--- config.mk ---
export PLATFORM = sky130hd
export DESIGN_NAME = cidd_ctrl
export DESIGN_NICKNAME = d
export VERILOG_FILES = /design/src/design/cidd_pkg.sv /design/src/design/cidd_ctrl.sv /design/src/design/cidd_sync.sv
export VERILOG_INCLUDE_DIRS = /design/src /design/src/design
export SDC_FILE = /design/constraint.sdc
export NUM_CORES = 1
export LEC_CHECK = 0
export BUFFER_PORTS_ARGS = -buffer_cell sky130_fd_sc_hd__buf_4
export CAP_MARGIN = 20
export CELL_PAD_IN_SITES_DETAIL_PLACEMENT = 0
export CELL_PAD_IN_SITES_GLOBAL_PLACEMENT = 1
export CORE_MARGIN = 4
export CORE_UTILIZATION = 37
export DETAILED_ROUTE_END_ITERATION = 7
export PLACE_DENSITY_LB_ADDON = 0.1
export SLEW_MARGIN = 25
export SYNTH_ARGS = -nofsm -noshare
export SYNTH_HDL_FRONTEND = slang
export SYNTH_HIERARCHICAL = 1
export SYNTH_SLANG_ARGS = --single-unit
--- constraint.sdc ---
create_clock -name mclk_i -period 2.2 [get_ports mclk_i]
set_input_delay 0.44 -clock mclk_i [delete_from_list [all_inputs] [get_ports mclk_i]]
set_output_delay 0.44 -clock mclk_i [all_outputs]
set_load 0.05 [all_outputs]
--- src/design/cidd_cfg.svh ---
`ifndef CIDD_CFG_SVH
`define CIDD_CFG_SVH

// register byte addresses (printed offsets are not all multiples of four)
`define CIDD_IDX_CONTROL     8'h29
`define CIDD_IDX_STATUS      8'h2A
`define CIDD_IDX_PACKED      8'h2B
`define CIDD_ADDR_CONTROL    12'h0A4
`define CIDD_ADDR_STATUS     12'h0A8
`define CIDD_ADDR_PACKED     12'h0AC

// control fields
`define CIDD_CTL_PWDN        0
`define CIDD_CTL_BYTE_MSK    2
`define CIDD_CTL_RING_MSK    3
`define CIDD_CTL_CARR_MSK    4
`define CIDD_CTL_SRC_SEL     5
`define CIDD_CTL_WMASK       8'h3D
`define CIDD_CTL_RESET       8'h3D

// status fields
`define CIDD_STS_RING_PEND   0
`define CIDD_STS_CARR_PEND   1
`define CIDD_STS_RAW_BIT     2
`define CIDD_STS_COOKED_BIT  3
`define CIDD_STS_BYTE_RDY    5
`define CIDD_STS_RING_PRES   6

// serial character framing
`define CIDD_CHAR_BITS       10
`define CIDD_DATA_BITS       8

// baud rate of the decoded stream, in bits per second
`define CIDD_BAUD_BPS        1200
`define CIDD_CLK_HZ          40000000
`define CIDD_BIT_CYCLES      (`CIDD_CLK_HZ / `CIDD_BAUD_BPS)

`endif

--- src/design/cidd_pkg.sv ---
package cidd_pkg;

    typedef struct packed {
        logic raw_bit;
        logic cooked_bit;
        logic carrier;
        logic ring_level;
    } cidd_line_t;

    typedef struct packed {
        logic       sel;
        logic       enable;
        logic       write;
        logic [11:0] addr;
        logic [31:0] wdata;
    } cidd_apb_req_t;

    typedef enum logic [1:0] {
        CIDD_PK_IDLE,
        CIDD_PK_SHIFT
    } cidd_pk_state_t;

endpackage : cidd_pkg

--- src/design/cidd_ctrl.sv ---
// Notes on behaviour
// - three event sources: ring/reversal, carrier, packed byte.
// - each source has a mask bit; 0 enables, 1 disables.
// - pending flag is set on every event, masked or not.
// - unmasked pending raises the request only with peripheral enable; vector 10H.
// - a set pending flag inhibits further interrupts from that source.
// - power-down stops decoder functions; registers stay accessible.
// - control bit 0 is power down; bit 1 unused.
// - control at 29H: byte mask bit 2, ring mask bit 3.
// - control bit 5 picks cooked (1) or raw (0) stream for packer.
// - status bits 0,1,5 are ring, carrier pending and byte ready.
// - status bit 2 mirrors raw stream, bit 3 the cooked stream.
// - status bit 6 shows live ring-present signal.
// - read-only register at 2BH returns last packed byte.
// - ring pending is set on falling edge of ring_detect_n.
// - ring interrupt needs mask 0 and peripheral enable 1.
// - high ring-detect input drives ring_detect_n low.
// - carrier detect sets carrier pending.
// - packer takes 10-bit characters, drops first and tenth bits.
// - a character starts only on a 0 start bit.
// - with no modulated data both stream bits read 1.
`timescale 1ns/1ps
`include "cidd_cfg.svh"

module cidd_ctrl #(
    parameter int BIT_CYCLES = `CIDD_BIT_CYCLES
) (
    input  wire logic        mclk_i,
    input  wire logic        reset_n_i,
    input  wire logic        psel_i,
    input  wire logic        penable_i,
    input  wire logic        pwrite_i,
    input  wire logic [11:0] paddr_i,
    input  wire logic [31:0] pwdata_i,
    input  wire logic [3:0]  pstrb_i,
    output logic [31:0]      prdata_o,
    output logic             pready_o,
    output logic             pslverr_o,
    input  wire logic        raw_stream_i,
    input  wire logic        cooked_stream_i,
    input  wire logic        carrier_detect_i,
    input  wire logic        ring_detect_input_i,
    input  wire logic        peripheral_irq_enable_i,
    output logic             peripheral_request_o,
    output logic             decoder_power_down_o
);
    localparam int CW = $clog2(BIT_CYCLES + 1);

    // control register fields
    logic       decoder_power_down;
    logic       byte_irq_mask;
    logic       ring_irq_mask;
    logic       carrier_irq_mask;
    logic       packer_source_select;
    // status flags
    logic       ring_pending;
    logic       carrier_pending;
    logic       byte_ready;
    logic [7:0] packed_byte;

    cidd_pkg::cidd_line_t line_sync;
    cidd_pkg::cidd_pk_state_t pk_state;

    // line inputs cross from the analog side
    cidd_sync #(.RESET_VAL(1'b1)) u_sync_raw (
        .mclk_i    (mclk_i),
        .reset_n_i (reset_n_i),
        .async_i   (raw_stream_i),
        .sync_o    (line_sync.raw_bit)
    );
    cidd_sync #(.RESET_VAL(1'b1)) u_sync_cooked (
        .mclk_i    (mclk_i),
        .reset_n_i (reset_n_i),
        .async_i   (cooked_stream_i),
        .sync_o    (line_sync.cooked_bit)
    );
    cidd_sync #(.RESET_VAL(1'b0)) u_sync_carrier (
        .mclk_i    (mclk_i),
        .reset_n_i (reset_n_i),
        .async_i   (carrier_detect_i),
        .sync_o    (line_sync.carrier)
    );
    cidd_sync #(.RESET_VAL(1'b0)) u_sync_ring (
        .mclk_i    (mclk_i),
        .reset_n_i (reset_n_i),
        .async_i   (ring_detect_input_i),
        .sync_o    (line_sync.ring_level)
    );

    // decoder view of the line; idle marks while powered down
    logic raw_bit;
    logic cooked_bit;
    logic carrier_seen;
    logic ring_detect_n;
    logic ring_detect_n_q;
    logic carrier_q;
    logic packer_bit;

    assign raw_bit       = decoder_power_down | line_sync.raw_bit;
    assign cooked_bit    = decoder_power_down | line_sync.cooked_bit;
    assign carrier_seen  = ~decoder_power_down & line_sync.carrier;
    // ring detect keeps working in power down
    assign ring_detect_n = ~line_sync.ring_level;
    assign packer_bit    = packer_source_select ? cooked_bit : raw_bit;

    always_ff @(posedge mclk_i or negedge reset_n_i) begin
        if (!reset_n_i) begin
            ring_detect_n_q <= 1'b1;
            carrier_q       <= 1'b0;
        end else begin
            ring_detect_n_q <= ring_detect_n;
            carrier_q       <= carrier_seen;
        end
    end

    logic ring_event;
    logic carrier_event;
    logic byte_event;

    assign ring_event    = ring_detect_n_q & ~ring_detect_n;
    assign carrier_event = carrier_seen & ~carrier_q;

    // packer: sample mid-bit after a 0 start bit
    logic [CW-1:0] bit_cnt;
    logic [3:0]    bit_idx;
    logic [8:0]    shreg;

    always_ff @(posedge mclk_i or negedge reset_n_i) begin
        if (!reset_n_i) begin
            pk_state <= cidd_pkg::CIDD_PK_IDLE;
            bit_cnt  <= '0;
            bit_idx  <= 4'h0;
            shreg    <= 9'h000;
        end else if (decoder_power_down) begin
            pk_state <= cidd_pkg::CIDD_PK_IDLE;
            bit_cnt  <= '0;
            bit_idx  <= 4'h0;
        end else begin
            case (pk_state)
                cidd_pkg::CIDD_PK_IDLE: begin
                    if (!packer_bit) begin
                        pk_state <= cidd_pkg::CIDD_PK_SHIFT;
                        bit_cnt  <= CW'(BIT_CYCLES / 2);
                        bit_idx  <= 4'h0;
                    end
                end
                cidd_pkg::CIDD_PK_SHIFT: begin
                    if (bit_cnt == '0) begin
                        bit_cnt <= CW'(BIT_CYCLES - 1);
                        if (bit_idx == 4'h0 && packer_bit) begin
                            // glitch, not a real start bit
                            pk_state <= cidd_pkg::CIDD_PK_IDLE;
                        end else begin
                            if (bit_idx != 4'h0) begin
                                shreg <= {packer_bit, shreg[8:1]};
                            end
                            if (bit_idx == 4'(`CIDD_CHAR_BITS - 1)) begin
                                pk_state <= cidd_pkg::CIDD_PK_IDLE;
                            end
                            bit_idx <= bit_idx + 4'h1;
                        end
                    end else begin
                        bit_cnt <= bit_cnt - CW'(1);
                    end
                end
                default: pk_state <= cidd_pkg::CIDD_PK_IDLE;
            endcase
        end
    end

    // shreg[8:1] holds the data; the stop bit is only shifted in during this same cycle
    assign byte_event = ~decoder_power_down && pk_state == cidd_pkg::CIDD_PK_SHIFT
                        && bit_cnt == '0
                        && bit_idx == 4'(`CIDD_CHAR_BITS - 1);

    always_ff @(posedge mclk_i or negedge reset_n_i) begin
        if (!reset_n_i) begin
            packed_byte <= 8'h00;
        end else if (byte_event) begin
            // first (start) and tenth (stop) bits are dropped
            packed_byte <= shreg[8:1];
        end
    end

    // APB access: zero wait states, error on unmapped address
    logic apb_access;
    logic wr_en;
    logic hit_ctl;
    logic hit_sts;
    logic hit_pkd;
    logic mapped;

    assign hit_ctl    = paddr_i == `CIDD_ADDR_CONTROL;
    assign hit_sts    = paddr_i == `CIDD_ADDR_STATUS;
    assign hit_pkd    = paddr_i == `CIDD_ADDR_PACKED;
    assign mapped     = hit_ctl | hit_sts | hit_pkd;
    assign apb_access = psel_i & penable_i;
    assign wr_en      = apb_access & pwrite_i & pstrb_i[0] & mapped;
    assign pready_o   = psel_i & penable_i;
    assign pslverr_o  = apb_access & ~mapped;

    logic ctl_wr;
    assign ctl_wr = wr_en & hit_ctl;

    // decoder starts powered down so floating stream and carrier lines cannot raise flags; ring pending still can
    always_ff @(posedge mclk_i or negedge reset_n_i) begin
        if (!reset_n_i) begin
            decoder_power_down <= 1'b1;
        end else if (ctl_wr) begin
            decoder_power_down <= pwdata_i[`CIDD_CTL_PWDN];
        end
    end

    always_ff @(posedge mclk_i or negedge reset_n_i) begin
        if (!reset_n_i) begin
            byte_irq_mask <= 1'b1;
        end else if (ctl_wr) begin
            byte_irq_mask <= pwdata_i[`CIDD_CTL_BYTE_MSK];
        end
    end

    always_ff @(posedge mclk_i or negedge reset_n_i) begin
        if (!reset_n_i) begin
            ring_irq_mask <= 1'b1;
        end else if (ctl_wr) begin
            ring_irq_mask <= pwdata_i[`CIDD_CTL_RING_MSK];
        end
    end

    always_ff @(posedge mclk_i or negedge reset_n_i) begin
        if (!reset_n_i) begin
            carrier_irq_mask <= 1'b1;
        end else if (ctl_wr) begin
            carrier_irq_mask <= pwdata_i[`CIDD_CTL_CARR_MSK];
        end
    end

    always_ff @(posedge mclk_i or negedge reset_n_i) begin
        if (!reset_n_i) begin
            packer_source_select <= 1'b1;
        end else if (ctl_wr) begin
            packer_source_select <= pwdata_i[`CIDD_CTL_SRC_SEL];
        end
    end

    // set wins over a software clear in the same cycle
    logic sts_wr;
    assign sts_wr = wr_en & hit_sts;

    always_ff @(posedge mclk_i or negedge reset_n_i) begin
        if (!reset_n_i) begin
            ring_pending <= 1'b0;
        end else if (ring_event) begin
            ring_pending <= 1'b1;
        end else if (sts_wr) begin
            ring_pending <= pwdata_i[`CIDD_STS_RING_PEND];
        end
    end

    always_ff @(posedge mclk_i or negedge reset_n_i) begin
        if (!reset_n_i) begin
            carrier_pending <= 1'b0;
        end else if (carrier_event) begin
            carrier_pending <= 1'b1;
        end else if (sts_wr) begin
            carrier_pending <= pwdata_i[`CIDD_STS_CARR_PEND];
        end
    end

    always_ff @(posedge mclk_i or negedge reset_n_i) begin
        if (!reset_n_i) begin
            byte_ready <= 1'b0;
        end else if (byte_event) begin
            byte_ready <= 1'b1;
        end else if (sts_wr) begin
            byte_ready <= pwdata_i[`CIDD_STS_BYTE_RDY];
        end
    end

    logic [7:0] ctl_view;
    logic [7:0] sts_view;

    always_comb begin
        ctl_view = 8'h00;
        ctl_view[`CIDD_CTL_PWDN]     = decoder_power_down;
        ctl_view[`CIDD_CTL_BYTE_MSK] = byte_irq_mask;
        ctl_view[`CIDD_CTL_RING_MSK] = ring_irq_mask;
        ctl_view[`CIDD_CTL_CARR_MSK] = carrier_irq_mask;
        ctl_view[`CIDD_CTL_SRC_SEL]  = packer_source_select;
        sts_view = 8'h00;
        sts_view[`CIDD_STS_RING_PEND]  = ring_pending;
        sts_view[`CIDD_STS_CARR_PEND]  = carrier_pending;
        sts_view[`CIDD_STS_RAW_BIT]    = raw_bit;
        sts_view[`CIDD_STS_COOKED_BIT] = cooked_bit;
        sts_view[`CIDD_STS_BYTE_RDY]   = byte_ready;
        sts_view[`CIDD_STS_RING_PRES]  = ~ring_detect_n;
    end

    // read data registered in the setup cycle so it is stable in access
    always_ff @(posedge mclk_i or negedge reset_n_i) begin
        if (!reset_n_i) begin
            prdata_o <= 32'h0000_0000;
        end else if (psel_i && !penable_i && !pwrite_i) begin
            if (hit_ctl) begin
                prdata_o <= {24'h00_0000, ctl_view};
            end else if (hit_sts) begin
                prdata_o <= {24'h00_0000, sts_view};
            end else if (hit_pkd) begin
                prdata_o <= {24'h00_0000, packed_byte};
            end else begin
                prdata_o <= 32'h0000_0000;
            end
        end
    end

    // request pulses one cycle on each rise of an unmasked pending flag while peripheral enable is 1; a held flag cannot re-fire
    logic [2:0] pend_vec;
    logic [2:0] mask_vec;
    logic [2:0] pend_q;
    logic       fire;

    assign pend_vec = {byte_ready, carrier_pending, ring_pending};
    assign mask_vec = {byte_irq_mask, carrier_irq_mask, ring_irq_mask};
    // fresh rise of an enabled pending flag; while it stays set nothing repeats
    assign fire = |(pend_vec & ~pend_q & ~mask_vec) & peripheral_irq_enable_i;

    always_ff @(posedge mclk_i or negedge reset_n_i) begin
        if (!reset_n_i) begin
            pend_q               <= 3'h0;
            peripheral_request_o <= 1'b0;
        end else begin
            pend_q               <= pend_vec;
            peripheral_request_o <= fire;
        end
    end

    assign decoder_power_down_o = decoder_power_down;
endmodule : cidd_ctrl

--- src/design/cidd_sync.sv ---
`timescale 1ns/1ps
`include "cidd_cfg.svh"

// three-stage synchroniser; a change counts once stages two and three agree
module cidd_sync #(
    parameter logic RESET_VAL = 1'b0
) (
    input  wire logic mclk_i,
    input  wire logic reset_n_i,
    input  wire logic async_i,
    output logic      sync_o
);
    logic s1;
    logic s2;
    logic s3;

    always_ff @(posedge mclk_i or negedge reset_n_i) begin
        if (!reset_n_i) begin
            s1 <= RESET_VAL;
            s2 <= RESET_VAL;
            s3 <= RESET_VAL;
        end else begin
            s1 <= async_i;
            s2 <= s1;
            s3 <= s2;
        end
    end

    always_ff @(posedge mclk_i or negedge reset_n_i) begin
        if (!reset_n_i) begin
            sync_o <= RESET_VAL;
        end else if (s2 == s3) begin
            sync_o <= s3;
        end
    end
endmodule : cidd_sync

Word-level counts from Yosys, hierarchy flattened. Index checks and enable logic that the tools add are counted.

Input port bits: 58. Logic and storage cells: 119. Flip-flop bits (word level): 101. Output and inout port bits: 36.

Reduce and logical (&&, ||, !) cells: 21. Equality and inequality tests: 13. Bitwise logic cells: 24. Muxes and demuxes: 25. Add/subtract/negate cells: 2.

Operators with widths (number): two-way mux 32 bit (2); two-way mux 16 bit (3); == test 12 x 8 -> 1 bit, second input constant (3); case mux 16 bit (2 select lines) (1); logical NOT 16 bit (1); two-way mux 4 bit (4); subtractor 16 x 1 -> 16 bit, second input constant (1); AND 1 bit (11); two-way mux 2 bit (5); inequality test 3 bit, second input constant (3); two-way mux 8 bit (1); case mux 4 bit (2 select lines) (1); two-way mux 1 bit (7); AND 3 bit (2); logical AND 1 bit (6); NOT 3 bit (2); nonzero test 2 bit (3); NOT 1 bit (5); AND reduction 5 bit (1); adder 4 x 1 -> 4 bit, second input constant (1); == test 1 bit (4); == test 4 bit, second input constant (1); logical NOT 4 bit (1); inequality test 4 bit, second input constant (1); other kinds (11) (15).

Logic depth before layout (Yosys ltp).
Depth in word-level cells: 7. Mapped depth: 7. Mapped depth without buffers: 7.

Modules after synthesis. Netlist, hierarchy kept.

Modules (own cells, without submodules): cidd_ctrl (seq. area each 1483.9 sq um, cells an instance 309, area each 3156.8 sq um, times used 1); cidd_sync (u_sync_cooked ...) (seq. area each 105.1 sq um, cells an instance 5, area each 116.4 sq um, times used 2); cidd_sync (u_sync_carrier ...) (seq. area each 100.1 sq um, cells an instance 5, area each 111.4 sq um, times used 2).

Least setup slack after synthesis. OpenSTA, ideal clock, no wires.

Kind: reg2reg. Start point: reg bit_cnt[0]. End point: reg packed_byte[0]. Arrival: 1.962 ns. Setup slack: 0.113 ns. Required time: 2.075 ns. Cell stages (with the launch flop): 7. Period minus slack after synthesis: 2.087 ns. Setup time: 0.125 ns. Cells stage by stage: dfrtp_1 > inv_1 > ha_1 > nor3b_2 > nand2_1 > nor4_4 > mux2_2.

Longest elaborated chain between the ends: 3.

RTL lines: from (decl) (line cidd_ctrl.sv:124) `logic [CW-1:0] bit_cnt;`; from (signal assigned) (line cidd_ctrl.sv:143) `bit_cnt <= CW'(BIT_CYCLES / 2);`; from (signal assigned) (line cidd_ctrl.sv:149) `bit_cnt <= CW'(BIT_CYCLES - 1);`; from (signal assigned) (line cidd_ctrl.sv:163) `bit_cnt <= bit_cnt - CW'(1);`; logical NOT 16 bit (line cidd_ctrl.sv:173) `&& bit_cnt == '0`; logical AND 1 bit (line cidd_ctrl.sv:173); logical AND 1 bit (line cidd_ctrl.sv:172) `assign byte_event = ~decoder_power_down && pk_state == cidd_pkg::CIDD_PK_SHIFT`; to (signal assigned) (line cidd_ctrl.sv:181) `packed_byte <= shreg[8:1];`; to (decl) (line cidd_ctrl.sv:59) `logic [7:0] packed_byte;`.

Every way passes these cells. A chain may end at the register's enable or synchronous reset.

Final worst setup path.
Start point: reg bit_cnt[6]. End point: reg packed_byte[3].

Same word-level chain as after synthesis.

==> impl_results.md <==
- Crit path kind: flop to flop
- Critical path's top delay family: simple AND/OR/NAND/NOR gates
- PD cells: between 800 and 900 nW/um^2
- Row cnt: 35
- CP required: 2.44 ns
- Final Slew Violations: 0
- Yosys warnings: 6
- Worst reg2reg path depth: 5
- EDFF count, synth: 0
- Crit path depth: 5
- Drt pass-1 iters: 4
- Max IR drop VDD: around 500 uV
- CP Cell Sequence: nor4_4 -> nand4_2 -> nor4_4 -> buf_4 -> mux2_2
- CP Max Fanout: 10
- Post-DP HPWL: just under 6 mm
- #FFs+latches synth: 75
- IO Count: between 90 and 100
- CTS Buf Count: 9
- Filler Cell Count: between 900 and 1000
- Worst R2R End: packed_byte[3]
- P&R area growth vs syn: 19.1%
- Antenna diodes: 0
- Post-DP Area: between 4000 and 5000 um^2
- Worst slew pin tran: just over 0.5 ns
- Routability Congestion: a little under 0.8
- Unrepaired setup endpoints after global routing: no
- Post-synthesis sequential area ratio: between 50% and 60%
- RR Startpoint: bit_cnt[6]
- Max-slew headroom: between 60% and 70%
- Starting Density: between 30% and 40%
- FMAX: about 0.49 GHz
- Vias per cell: between 4 and 5
- Synthesized area: 3610 um^2
- Number of I/O port buffers: 40
- Final wirelength: 8.11 mm
- CTS tree: done
- Total clock sinks: between 70 and 80
- Setup-failing EPs final: 0
- LEAKAGE: slightly above 2 nW
- Largest net degree at the start of global routing: 40
- Hold Violations, Final: 0
- Crit-path most repeated cell: nor4_4
- Number of max-cap violations: 0
- Max Buffers Root-to-Sink: 2
- Critical path arrival: 2.29 ns
- Layout cells sized above 1: roughly 33%
- Vias post-DR: about 2600
- Detailed Route Iter0 Violations: between 60 and 70
- First-pass GRT wire length: 13.4 mm
- Clk slew on worst S/H paths: 0.09 ns
- Setup Skew: approximately 0.0076 ns
- Die Wd: 107 um
- Placed Cells: ~510
- Crit. End Element: flop
- All-layer global routing usage: around 15%
- Final setup TNS: 0 ns
- Die area: roughly 11000 um^2
- CTS H-tree depth: 3
- Top_reg_cell synth: dfrtp_1
- HP Class: input pin to async pin
- Core footprint: 9370 um^2
- Fin crit share: between 90% and 100%
- Cell area after layout: 4300 um^2
- Total grt overflow: 0
- Vias in the first global route: roughly 2500
- Synth unique cells: 57
- Post-route ant nets: 0
- Ys async rst share: 100%
- Most frequent cells in the layout: dfrtp_1 (61), buf_4 (61), nand2_1 (33)
- Clock root cell: clkbuf_8
- Delay of the slowest critical-path stage: 0.49 ns
- Crit path max-delay cell type: dfrtp_1
- Post-route minimum period: just over 2 ns
- Fin nets: about 460
- Post-Synthesis Cells: around 330
- Post-Syn Area per Cell: between 10 and 15 um^2
- Fin cells: 527
- Height of the die: ~110 um
- Initial antenna violation count: 0
- Worst R2R Setup Slack: roughly 0.15 ns
- Clock Latency Late Sink: about 0.35 ns
- Total power: approximately 3.5 mW
- WP buf/inv: 1
- Status: finished clean
- # DRC: 0
- WL/cell: between 15 and 20 um
- Worst Setup Start Kind: flop
- Number of hold buffers added after CTS: 0
where the power goes:
group / switching [mW] / internal [mW] / total [mW] / leakage (nW)
Combinational: 0.419 / 0.319 / 0.737 / 0.996
Sequential: 0.219 / 1.54 / 1.76 / 0.927
Clock: 0.586 / 0.430 / 1.02 / 0.0925
Total: 1.22 / 2.29 / 3.51 / 2.02
metal layers:
layer / vias up / global-route usage [%] / share of wire, %
li1: 1258 / - / -
met1: 1278 / 20.8 / 47
met2: 76 / 23.7 / 47
met3: 13 / 3.07 / 4.5
met4: 0 / 5.30 / 1.4
met5: - / 0 / 0
sequential cells by signal, indices dropped and copies added (netlist names), 3 cells and up:
signal       flops
bit_idx          4
prdata_o         8
pend_q           3
bit_cnt         16
packed_byte      8
shreg            8
repair_timing:
item,4_1_cts,5_1_grt
setup endpoints to repair,0,8
setup buffers,0,2
resized for setup,0,1
endpoints found under the hold margin,0,0
cell families after synthesis:
kind of cell    Yosys count  share of synthesized area (%)
simple gates            107                           17.2
mux                      27                           8.24
flops                    75                           52.4
fa+ha+maj                 8                           2.63
xor+xnor                  1                          0.243
compound gates           69                           12.0
buf+inv                  41                           7.20
other cells               1                          0.104
synth_stat cells (4+ instances only):
master    number  area share, %
nor3b_1        6            1.2
mux2_2        22            6.9
dfrtp_1       61             42
o21ai_0       29            4.0
nand2_1       33            3.4
a21oi_1       11            1.5
buf_4         24            5.0
nor2_1        21            2.2
inv_1          9           0.94
clkbuf_1       5           0.52
nor4_1         5           0.87
a21o_1         6            1.2
mux2i_1        5            1.4
dfstp_2       14             10
nor3_1         7           0.97
nand3_1        6           0.83
maj3_2         4            1.2
ha_1           4            1.4
cell type report:
| cell class | count | area (um^2) | area share, % |
|---|---|---|---|
| Inverter | 9 | 33.8 | 0.786 |
| Sequential cell | 75 | 1890 | 44.1 |
| Timing Repair Buffer | 62 | 478 | 11.1 |
| Multi-Input combinational cell | 236 | 1550 | 36.0 |
| Tap cell | 129 | 161 | 3.75 |
| Clock inverter | 7 | 58.8 | 1.37 |
| Clock buffer | 9 | 124 | 2.88 |
stage by stage:
step	worst slack [ns]	hold slack, ns	util (%)
after global routing	0.0196	0.0668	45.9
after CTS	0.0541	0.0458	45.7
final	0.148	0.0405	45.9
after global placement	0.125	0.331	43.7
after floorplan	0.113	0.144	-
after detailed placement	0.0829	0.335	43.7
worst max-delay path by stage:
stage	startpoint	endpoint	slack, ns
after floorplan	bit_cnt[0]	packed_byte[0]	0.11
after global placement	bit_cnt[0]	packed_byte[0]	0.13
after detailed placement	bit_cnt[0]	packed_byte[4]	0.08
after CTS	bit_cnt[0]	packed_byte[3]	0.05
after global routing	bit_cnt[6]	packed_byte[3]	0.02
final	bit_cnt[6]	packed_byte[3]	0.15
Power figures use the tool's default switching activity.
